$ cat config.mk
export PLATFORM = sky130hd
export DESIGN_NAME = power_mode_controller
export DESIGN_NICKNAME = d
export VERILOG_FILES = /design/src/logic/pm_pkg.sv /design/src/logic/power_mode_controller.sv
export VERILOG_INCLUDE_DIRS = /design/src /design/src/logic
export SDC_FILE = /design/constraint.sdc
export NUM_CORES = 1
export LEC_CHECK = 0
export BUFFER_PORTS_ARGS = -buffer_cell sky130_fd_sc_hd__buf_4
export CAP_MARGIN = 20
export CORE_MARGIN = 5
export CORE_UTILIZATION = 53
export CTS_CLUSTER_DIAMETER = 40
export DETAILED_ROUTE_END_ITERATION = 8
export PLACE_DENSITY = 0.81
export REMOVE_ABC_BUFFERS = 1
export SYNTH_ARGS = -nofsm -noshare
export SYNTH_HDL_FRONTEND = slang
export SYNTH_SLANG_ARGS = --single-unit
$ cat constraint.sdc
create_clock -name REF_CLK -period 4.3 [get_ports REF_CLK]
set_clock_uncertainty 0.1 [all_clocks]
set_input_delay 0 -clock REF_CLK [delete_from_list [all_inputs] [get_ports REF_CLK]]
set_output_delay 0 -clock REF_CLK [all_outputs]
set_load 0.005 [all_outputs]
$ cat src/logic/pm_defines.svh
// Constants for the power mode controller
`ifndef PM_DEFINES_SVH
`define PM_DEFINES_SVH
`define PM_AW 4
`define PM_DW 8
`define PM_IO_W 8
`define PM_CNT_W 8
// Register offsets
`define PM_OFS_PMC 4'h0
`define PM_OFS_SLEEP 4'h1
`define PM_OFS_CLK 4'h2
`define PM_OFS_STAT 4'h3
// Field positions
`define PM_IDLE_BIT 0
`define PM_MODE_MSB 1
`define PM_MODE_LSB 0
`define PM_FRC_STB_BIT 5
`define PM_XTAL_STB_BIT 6
`define PM_USB_BIT 7
`define PM_OSC_BIT 0
`define PM_LSOSC_BIT 7
// Reset values
`define PM_OSC_RST 1'b1
`define PM_LSOSC_RST 1'b0
`define PM_USB_RST 1'b0
// Sequence lengths in cycles
`define PM_PD_LIGHT_CYC 8'h02
`define PM_PD_DEEP_CYC 8'h08
`define PM_PU_LIGHT_CYC 8'h02
`define PM_PU_DEEP_CYC 8'h08
`endif

$ cat src/logic/pm_pkg.sv
// Types of the power mode controller
package pm_pkg;
  typedef enum logic [2:0] {
    ST_ACTIVE = 3'b000,
    ST_IDLE = 3'b001,
    ST_PDOWN = 3'b010,
    ST_SLEEP = 3'b011,
    ST_PUP = 3'b100
  } pm_state_t;

  typedef enum logic [1:0] {
    SM_NONE = 2'b00,
    SM_LIGHT = 2'b01,
    SM_DEEP = 2'b10,
    SM_OFF = 2'b11
  } sleep_mode_t;

  typedef struct packed {
    logic [3:0] addr;
    logic [7:0] wdata;
    logic wr;
    logic rd;
  } reg_req_t;

  typedef struct packed {
    logic crystal_en;
    logic fastrc_en;
    logic lsosc_en;
    logic core_reg_en;
    logic cpu_clk_en;
    logic sysclk_crystal;
  } pwr_ctl_t;

  typedef struct packed {
    pm_state_t st;
    sleep_mode_t mode;
    sleep_mode_t kind;
    logic [7:0] cnt;
    logic usb_en;
    logic usb_rst;
    logic osc_sel;
    logic lsosc_sel;
    logic xtal_was;
    logic frc_was;
    logic [7:0] rdata;
    pwr_ctl_t pwr;
    logic irq_block;
    logic resume;
    logic io_hold;
    logic [7:0] io_dir;
    logic [7:0] io_out;
  } pm_regs_t;
endpackage : pm_pkg

$ cat src/logic/power_mode_controller.sv
// Power mode controller: active, idle and three sleep modes
`timescale 1ns/1ps
`include "pm_defines.svh"

// Operation
// - One active mode, four low-power modes
// - Active: regulator on, oscillators running
// - Idle trigger without mode gates CPU
// - Any interrupt ends idle, resumes
// - Light sleep: fast oscillators off
// - Deep sleep: regulator off, timer wakes
// - Off mode: all off, port wake only
// - Pins frozen during sleep modes
// - Power-down sequence, light one shorter
// - Interrupt wake resumes, reset restarts
// - Deep and off drop USB state
// - Restart oscillators, fast RC until stable
// - Trigger enters mode selected in field
// - Wakeup clears mode field and trigger
// - Nonzero mode field blocks wake interrupts
// - Mode field cleared at sleep entry
// - Registers other than mode field and USB bit keep values across sleep
// - Idle trigger always reads zero
module power_mode_controller #(
  parameter logic [7:0] PD_LIGHT = `PM_PD_LIGHT_CYC,
  parameter logic [7:0] PD_DEEP = `PM_PD_DEEP_CYC,
  parameter logic [7:0] PU_LIGHT = `PM_PU_LIGHT_CYC,
  parameter logic [7:0] PU_DEEP = `PM_PU_DEEP_CYC
) (
  input wire logic REF_CLK,
  input wire logic RESETN,
  input wire pm_pkg::reg_req_t REG_REQ,
  output logic [7:0] RDATA,
  input wire logic EXT_IRQ,
  input wire logic TIMER_IRQ,
  input wire logic ANY_IRQ,
  input wire logic CRYSTAL_READY,
  input wire logic FASTRC_READY,
  input wire logic [7:0] IO_DIR_CORE,
  input wire logic [7:0] IO_OUT_CORE,
  output logic [7:0] IO_DIR,
  output logic [7:0] IO_OUT,
  output logic IO_HOLD,
  output logic CPU_CLK_EN,
  output logic CRYSTAL_EN,
  output logic FASTRC_EN,
  output logic LSOSC_EN,
  output logic CORE_REG_EN,
  output logic SYSCLK_CRYSTAL,
  output logic USB_RST,
  output logic IRQ_BLOCK,
  output logic RESUME,
  output logic [2:0] POWER_STATE
);

  localparam int PD_MAXI = 12;
  localparam int PU_MAXI = 12;

  pm_pkg::pm_regs_t q;
  pm_pkg::pm_regs_t d;
  logic idle_wr;
  logic wake;
  logic sleeping;

  // Deep and off share the long sequence
  function automatic logic is_deep(input pm_pkg::sleep_mode_t k);
    is_deep = (k == pm_pkg::SM_DEEP) || (k == pm_pkg::SM_OFF);
  endfunction : is_deep

  ////////////////////////////////////////////////////////////////////////////
  // Next state

  always_comb begin
    d = q;
    d.resume = 1'b0;
    d.rdata = 8'h00;
    idle_wr = REG_REQ.wr && (REG_REQ.addr == `PM_OFS_PMC) &&
              REG_REQ.wdata[`PM_IDLE_BIT];
    wake = EXT_IRQ || (TIMER_IRQ && (q.kind != pm_pkg::SM_OFF));
    if (REG_REQ.wr) begin
      case (REG_REQ.addr)
        `PM_OFS_SLEEP: begin
          d.mode = pm_pkg::sleep_mode_t'(
            REG_REQ.wdata[`PM_MODE_MSB:`PM_MODE_LSB]);
          d.usb_en = REG_REQ.wdata[`PM_USB_BIT];
        end
        `PM_OFS_CLK: begin
          d.osc_sel = REG_REQ.wdata[`PM_OSC_BIT];
          d.lsosc_sel = REG_REQ.wdata[`PM_LSOSC_BIT];
        end
        default: begin
        end
      endcase
    end
    // One active state, four low-power kinds
    case (q.st)
      pm_pkg::ST_ACTIVE: begin
        if (idle_wr) begin
          // No mode selected: CPU idle only
          if (q.mode == pm_pkg::SM_NONE) begin
            d.st = pm_pkg::ST_IDLE;
          end else begin
            // Enter mode held in the field
            d.st = pm_pkg::ST_PDOWN;
            d.kind = q.mode;
            d.cnt = is_deep(q.mode) ? PD_DEEP : PD_LIGHT;
            d.xtal_was = q.pwr.crystal_en;
            d.frc_was = q.pwr.fastrc_en;
            d.io_hold = 1'b1;
            // USB state lost in deep and off
            if (is_deep(q.mode)) begin
              d.usb_en = 1'b0;
            end
          end
        end
      end
      pm_pkg::ST_IDLE: begin
        if (ANY_IRQ) begin
          d.st = pm_pkg::ST_ACTIVE;
          d.resume = 1'b1;
        end
      end
      pm_pkg::ST_PDOWN: begin
        if (q.cnt == 8'h01) begin
          d.st = pm_pkg::ST_SLEEP;
          d.mode = pm_pkg::SM_NONE;
        end else begin
          d.cnt = q.cnt - 8'h01;
        end
      end
      pm_pkg::ST_SLEEP: begin
        // Wakeup clears field, starts power-up
        if (wake) begin
          d.st = pm_pkg::ST_PUP;
          d.mode = pm_pkg::SM_NONE;
          d.cnt = is_deep(q.kind) ? PU_DEEP : PU_LIGHT;
        end
      end
      pm_pkg::ST_PUP: begin
        if (q.cnt == 8'h01) begin
          d.st = pm_pkg::ST_ACTIVE;
          d.resume = 1'b1;
          d.io_hold = 1'b0;
        end else begin
          d.cnt = q.cnt - 8'h01;
        end
      end
      default: begin
        d.st = pm_pkg::ST_ACTIVE;
      end
    endcase

    sleeping = (d.st == pm_pkg::ST_SLEEP);
    // Active keeps a fast and a slow oscillator
    if (d.st == pm_pkg::ST_PUP) begin
      d.pwr.crystal_en = q.xtal_was;
      d.pwr.fastrc_en = q.frc_was || !CRYSTAL_READY;
    end else begin
      d.pwr.crystal_en = !sleeping && !d.osc_sel;
      d.pwr.fastrc_en = !sleeping && (d.osc_sel || !CRYSTAL_READY);
    end
    // Light sleep: only fast oscillators off
    // Deep sleep: regulator off, slow osc on
    d.pwr.core_reg_en = !(sleeping && is_deep(q.kind));
    d.pwr.lsosc_en = !(sleeping && (q.kind == pm_pkg::SM_OFF));
    d.pwr.cpu_clk_en = (d.st == pm_pkg::ST_ACTIVE);
    // Fast RC clocks system until crystal stable
    d.pwr.sysclk_crystal = d.pwr.crystal_en && !d.osc_sel &&
                           CRYSTAL_READY;
    // Block wake interrupts while field nonzero
    d.irq_block = (d.mode != pm_pkg::SM_NONE);
    d.usb_rst = !d.usb_en;
    // Pins frozen from power-down to end of power-up
    if (!d.io_hold) begin
      d.io_dir = IO_DIR_CORE;
      d.io_out = IO_OUT_CORE;
    end

    if (REG_REQ.rd) begin
      case (REG_REQ.addr)
        `PM_OFS_PMC: d.rdata = 8'h00;
        `PM_OFS_SLEEP: begin
          d.rdata[`PM_MODE_MSB:`PM_MODE_LSB] = q.mode;
          d.rdata[`PM_FRC_STB_BIT] = q.pwr.fastrc_en && FASTRC_READY;
          d.rdata[`PM_XTAL_STB_BIT] = q.pwr.crystal_en && CRYSTAL_READY;
          d.rdata[`PM_USB_BIT] = q.usb_en;
        end
        `PM_OFS_CLK: begin
          d.rdata[`PM_OSC_BIT] = q.osc_sel;
          d.rdata[`PM_LSOSC_BIT] = q.lsosc_sel;
        end
        `PM_OFS_STAT: d.rdata[2:0] = q.st;
        default: d.rdata = 8'h00;
      endcase
    end
  end

  ////////////////////////////////////////////////////////////////////////////
  // State register

  // Only RESETN reinitialises; sleep keeps values except mode field and USB bit
  always_ff @(posedge REF_CLK or negedge RESETN) begin
    if (!RESETN) begin
      q <= '0;
      q.st <= pm_pkg::ST_ACTIVE;
      q.mode <= pm_pkg::SM_NONE;
      q.kind <= pm_pkg::SM_NONE;
      q.usb_en <= `PM_USB_RST;
      q.usb_rst <= !`PM_USB_RST;
      q.osc_sel <= `PM_OSC_RST;
      q.lsosc_sel <= `PM_LSOSC_RST;
      q.pwr.fastrc_en <= 1'b1;
      q.pwr.lsosc_en <= 1'b1;
      q.pwr.core_reg_en <= 1'b1;
      q.pwr.cpu_clk_en <= 1'b1;
    end else begin
      q <= d;
    end
  end

  assign RDATA = q.rdata;
  assign IO_DIR = q.io_dir;
  assign IO_OUT = q.io_out;
  assign IO_HOLD = q.io_hold;
  assign CPU_CLK_EN = q.pwr.cpu_clk_en;
  assign CRYSTAL_EN = q.pwr.crystal_en;
  assign FASTRC_EN = q.pwr.fastrc_en;
  assign LSOSC_EN = q.pwr.lsosc_en;
  assign CORE_REG_EN = q.pwr.core_reg_en;
  assign SYSCLK_CRYSTAL = q.pwr.sysclk_crystal;
  assign USB_RST = q.usb_rst;
  assign IRQ_BLOCK = q.irq_block;
  assign RESUME = q.resume;
  assign POWER_STATE = q.st;
endmodule : power_mode_controller

**Word level (Yosys, flattened, before mapping)**

Cells that the tools add are included.

- Register bits: 54
- Input port bits: 37
- Output and inout bits: 37
- Logic and storage cells: 111

- $add $sub $neg: 1
- Eq/ne operators: 19
- Mux-type cells: 36
- Bitwise gates (word level): 1
- Reductions and logical operators: 32

Operator list:

| kind | number |
|---|---|
| $mux 8 | 3 |
| $pmux 8 s3 | 1 |
| $mux 9 | 2 |
| $mux 2 | 8 |
| $pmux 3 s5 | 1 |
| $logic_and 1x1->1 | 11 |
| $mux 5 | 2 |
| $ne 2x2->1 const B | 5 |
| $eq 3x2->1 const B | 3 |
| $mux 3 | 3 |
| $eq 2x2->1 const B | 4 |
| $eq 4x2->1 const B | 2 |
| $eq 8x1->1 const B | 1 |
| $mux 1 | 8 |
| $mux 4 | 2 |
| $pmux 1 s2 | 4 |
| $sub 8x1->8 const B | 1 |
| $eq 3x3->1 const B | 2 |
| $logic_not 1->1 | 6 |
| $logic_not 3->1 | 2 |
| $logic_or 1x1->1 | 5 |
| $reduce_and 5->1 | 1 |
| $eq 4x1->1 const B | 1 |
| $logic_not 4->1 | 1 |
| 10 further kinds | 10 |

**Longest topological paths before layout**

- Depth after elaboration: 11
- Depth in mapped cells: 8
- Gate-level depth less buffers: 6

**Worst setup path after synthesis**

No wires, ideal clock.

- Path type: register to register
- From: register q, in the netlist POWER_STATE[2]
- To: register q, in the netlist IO_DIR[1]
- Data arrival time: 1855 ps
- Data required time: 4075 ps
- Setup slack: 2220 ps
- Cell stages (with the launch flop): 7
- Path buffers: 2
- Clock period less this slack: 2080 ps
- Path through: dfrtp_1 clkbuf_1 nor3_1 nand4b_4 a32oi_4 buf_12 mux2_4

RTL lines:

| element | RTL line | RTL |
|---|---|---|
| start: declaration | power_mode_controller.sv:59 | `pm_pkg::pm_regs_t q;` |

**Final worst setup path**

- From: register q, in the netlist POWER_STATE[0]
- To: register q, in the netlist IO_OUT[3]

- Longest elaborated chain between the ends: 2

RTL lines:

| element | RTL line | RTL |
|---|---|---|
| $eq 3x3->1 or $logic_not 3->1 (tied branches) | power_mode_controller.sv:96 | `case (q.st)` |
| $pmux 1 s2 (*) | power_mode_controller.sv:96 |  |

Mark *: on every way between the ends. The rest lies on a longest branch, timed or not.
A chain may end at the register's enable or synchronous reset.

==> reports/results.tsv <==
metric	value	unit
status	completed	
antenna_found_initial	0	
floorplan.initialDensity	55.1	%
drcViolationCount	0	
p_leak	0.00172	uW
clock-sinks	52	
placement.io_buffers	66	
maxCapViolations	0	
hold_path.class	input port to flip-flop	
die_y	80.5	microns
netlist_area	2640	sq um
grt_pass1_vias	2039	
drive_gt1_share	35.1	%
crit_buf_inv	0	
yosysWarnings	0	
cts_tree	built	
h-tree-depth	2	
vias	1964	
cts_resized	0	
clk_pin_slew	0.11	ns
gp_congestion	0.816	
worstMarginPinSlew	0.761	ns
ys_types	45	
grt_pass1_wl	9870	microns
cts_setup_buffers	0	
async_reset_ff_share	100	%
first_pass_iters	4	
p_per_area	378	nW/um^2
wl_per_cell	16.1	microns
hold_violations	0	
path_max_fanout	17	
areaGrowthSynthToFinish	28.2	%
path_class	flip-flop to flip-flop	
clock_latency	0.32	ns
cts_hold_buf	31	
ys_seq_area_share	49.6	%
routed_wl	6050	microns
cp.required	4.40	ns
critPathCaptureType	flip-flop	
period_share	57.5	%
min_period	2.47	ns
die_w	80.5	microns
fin_nets	346	
final_cell_area	3380	sq um
ant_nets	0	
final.setup.tns	0	ns
slowest_delay	0.65	ns
syn_area_per_cell	11.2	sq um
critical_path.top_delay_family	compound AO/OA/AOI/OAI gates	
crit_slowest_cell	a32oi_4	
hpwl	3990	microns
grt_max_degree	53	
max_freq	0.405	GHz
rsz0062_at_grt	no	
antenna_cells	0	
synth_edf_count	0	
final-setup-viol-count	0	
cts.path.max_buffers	2	
cts_root_buffer	clkbuf_8	
numCtsBuffers	5	
die_area	6490	sq um
io_pins	74	
drtIter0Drc	147	
arrival	2.57	ns
slew_headroom	49.3	%
drt-vias-per-instance	5.24	
maxSlewViolCount	0	
overflow	0	
core_area	4790	sq um
gr-usage-all-layers	19.8	%
synth_seq_cells	52	
ys.flop_type	dfrtp_1	
worst_hold_slack	0.0230	ns
cp_cell_sequence	nor3_1 -> nand4b_4 -> a32oi_4 -> mux2_2	
critPathLaunchType	flip-flop	
syn_inst	235	
rows	25	
peakVddDrop	0.000271	V
place_area	2980	sq um
## report_power, final
part | internal, uW | switching (uW) | total [uW]
Clock | 120 | 180 | 300
Combinational | 198 | 145 | 343
Sequential | 570 | 66.6 | 636
## path summary, 6_finish.rpt
| kind | endpoint | startpoint | cells past startpoint | slack (ns) |
|---|---|---|---|---|
| setup / recovery | IO_OUT[3] | POWER_STATE[0] | 4 | 1.83 |
| hold / removal | q[49] | REG_REQ[1] | 4 | 0.02 |
| setup reg to reg | IO_OUT[3] | POWER_STATE[0] | 4 | 1.83 |
| hold reg to reg | LSOSC_EN | q[47] | 1 | 0.38 |
| max in group asynchronous | q[49] | RESETN | 2 | 3.53 |
| min in group asynchronous | POWER_STATE[2] | RESETN | 2 | 0.14 |
## flip-flops by register name, summed over array words and instances (netlist names)
name            flops
CRYSTAL_EN          1
SYSCLK_CRYSTAL      1
LSOSC_EN            1
IO_OUT              8
USB_RST             1
RDATA               6
FASTRC_EN           1
IO_HOLD             1
CPU_CLK_EN          1
IRQ_BLOCK           1
RESUME              1
IO_DIR              8
CORE_REG_EN         1
POWER_STATE         3
q                  17
## cell usage in the layout, fill, tap and decap left out, types with 7 or more instances in the layout
cell type      Yosys  layout
a21oi_1           11      11
buf_4             27      66
dfrtp_1           46      46
dlygate4sd3_1      0      31
inv_1              7       7
mux2_2            14      14
mux2_4             9       9
mux2i_1            9       9
nand2_1           24      24
nand2b_1           9       9
nor2_1            15      15
## through the flow
step | instances | power [uW] | worst slack [ns] | util (%)
3_5_place_dp | 336 | 959 | 1.87 | 62.2
3_3_place_gp | 336 | 937 | 1.93 | 62.2
6_report | 375 | 1280 | 1.83 | 70.7
2_1_floorplan | 203 | 823 | 2.14 | -
5_1_grt | 375 | 1350 | 1.68 | 70.7
4_1_cts | 375 | 1280 | 1.84 | 70.7
## cell type report
class / instances / area (sq um)
Fill cell: 326 / 1400
Sequential cell: 52 / 1310
Multi-Input combinational cell: 144 / 1060
Timing Repair Buffer: 97 / 806
Tap cell: 67 / 83.8
Clock buffer: 5 / 68.8
Clock inverter: 3 / 27.5
Inverter: 7 / 26.3
## synth_stat cells, drive strengths merged, types with 2 or more instances
master | n | share of area [%]
a21boi | 2 | 0.57
a21o | 3 | 0.85
a21oi | 11 | 2.1
a22oi | 2 | 0.57
and3 | 4 | 0.95
buf | 31 | 9.0
clkbuf | 2 | 0.28
dfrtp | 46 | 44
dfstp | 6 | 6.0
ha | 2 | 0.95
inv | 7 | 1.0
mux2 | 23 | 11
mux2i | 9 | 3.4
nand2 | 24 | 3.4
nand2b | 9 | 2.1
nand3 | 6 | 1.1
nand4b | 2 | 1.2
nor2 | 15 | 2.1
nor2b | 3 | 0.71
nor3 | 6 | 1.1
o21ai | 2 | 0.38
## kinds of logic (layout without fill, tap and decap cells)
family | after synthesis | after routing | synth area share [%]
other | 1 | 2 | 0.142
adder cells (fa/ha/maj) | 2 | 2 | 0.949
flip-flops | 52 | 52 | 49.6
AO/OA/AOI/OAI | 33 | 33 | 9.35
multiplexers | 32 | 32 | 14.5
AND/OR/NAND/NOR | 75 | 75 | 15.1
buffers and inverters | 40 | 112 | 10.3
## layer usage
| metal | global-route usage (%) | wire [microns] |
|---|---|---|
| met5 | 0 | 0 |
| met4 | 4.73 | 93 |
| met3 | 6.28 | 513 |
| met2 | 33.7 | 2940 |
| met1 | 24.5 | 2500 |
## worst min-delay path, cell delays in order
cell	delay (ns)
buf_4	0.11
nor4b_4	0.15
nand3_1	0.08
a21oi_1	0.05
Note: power is estimated with default switching activity, not from simulation.
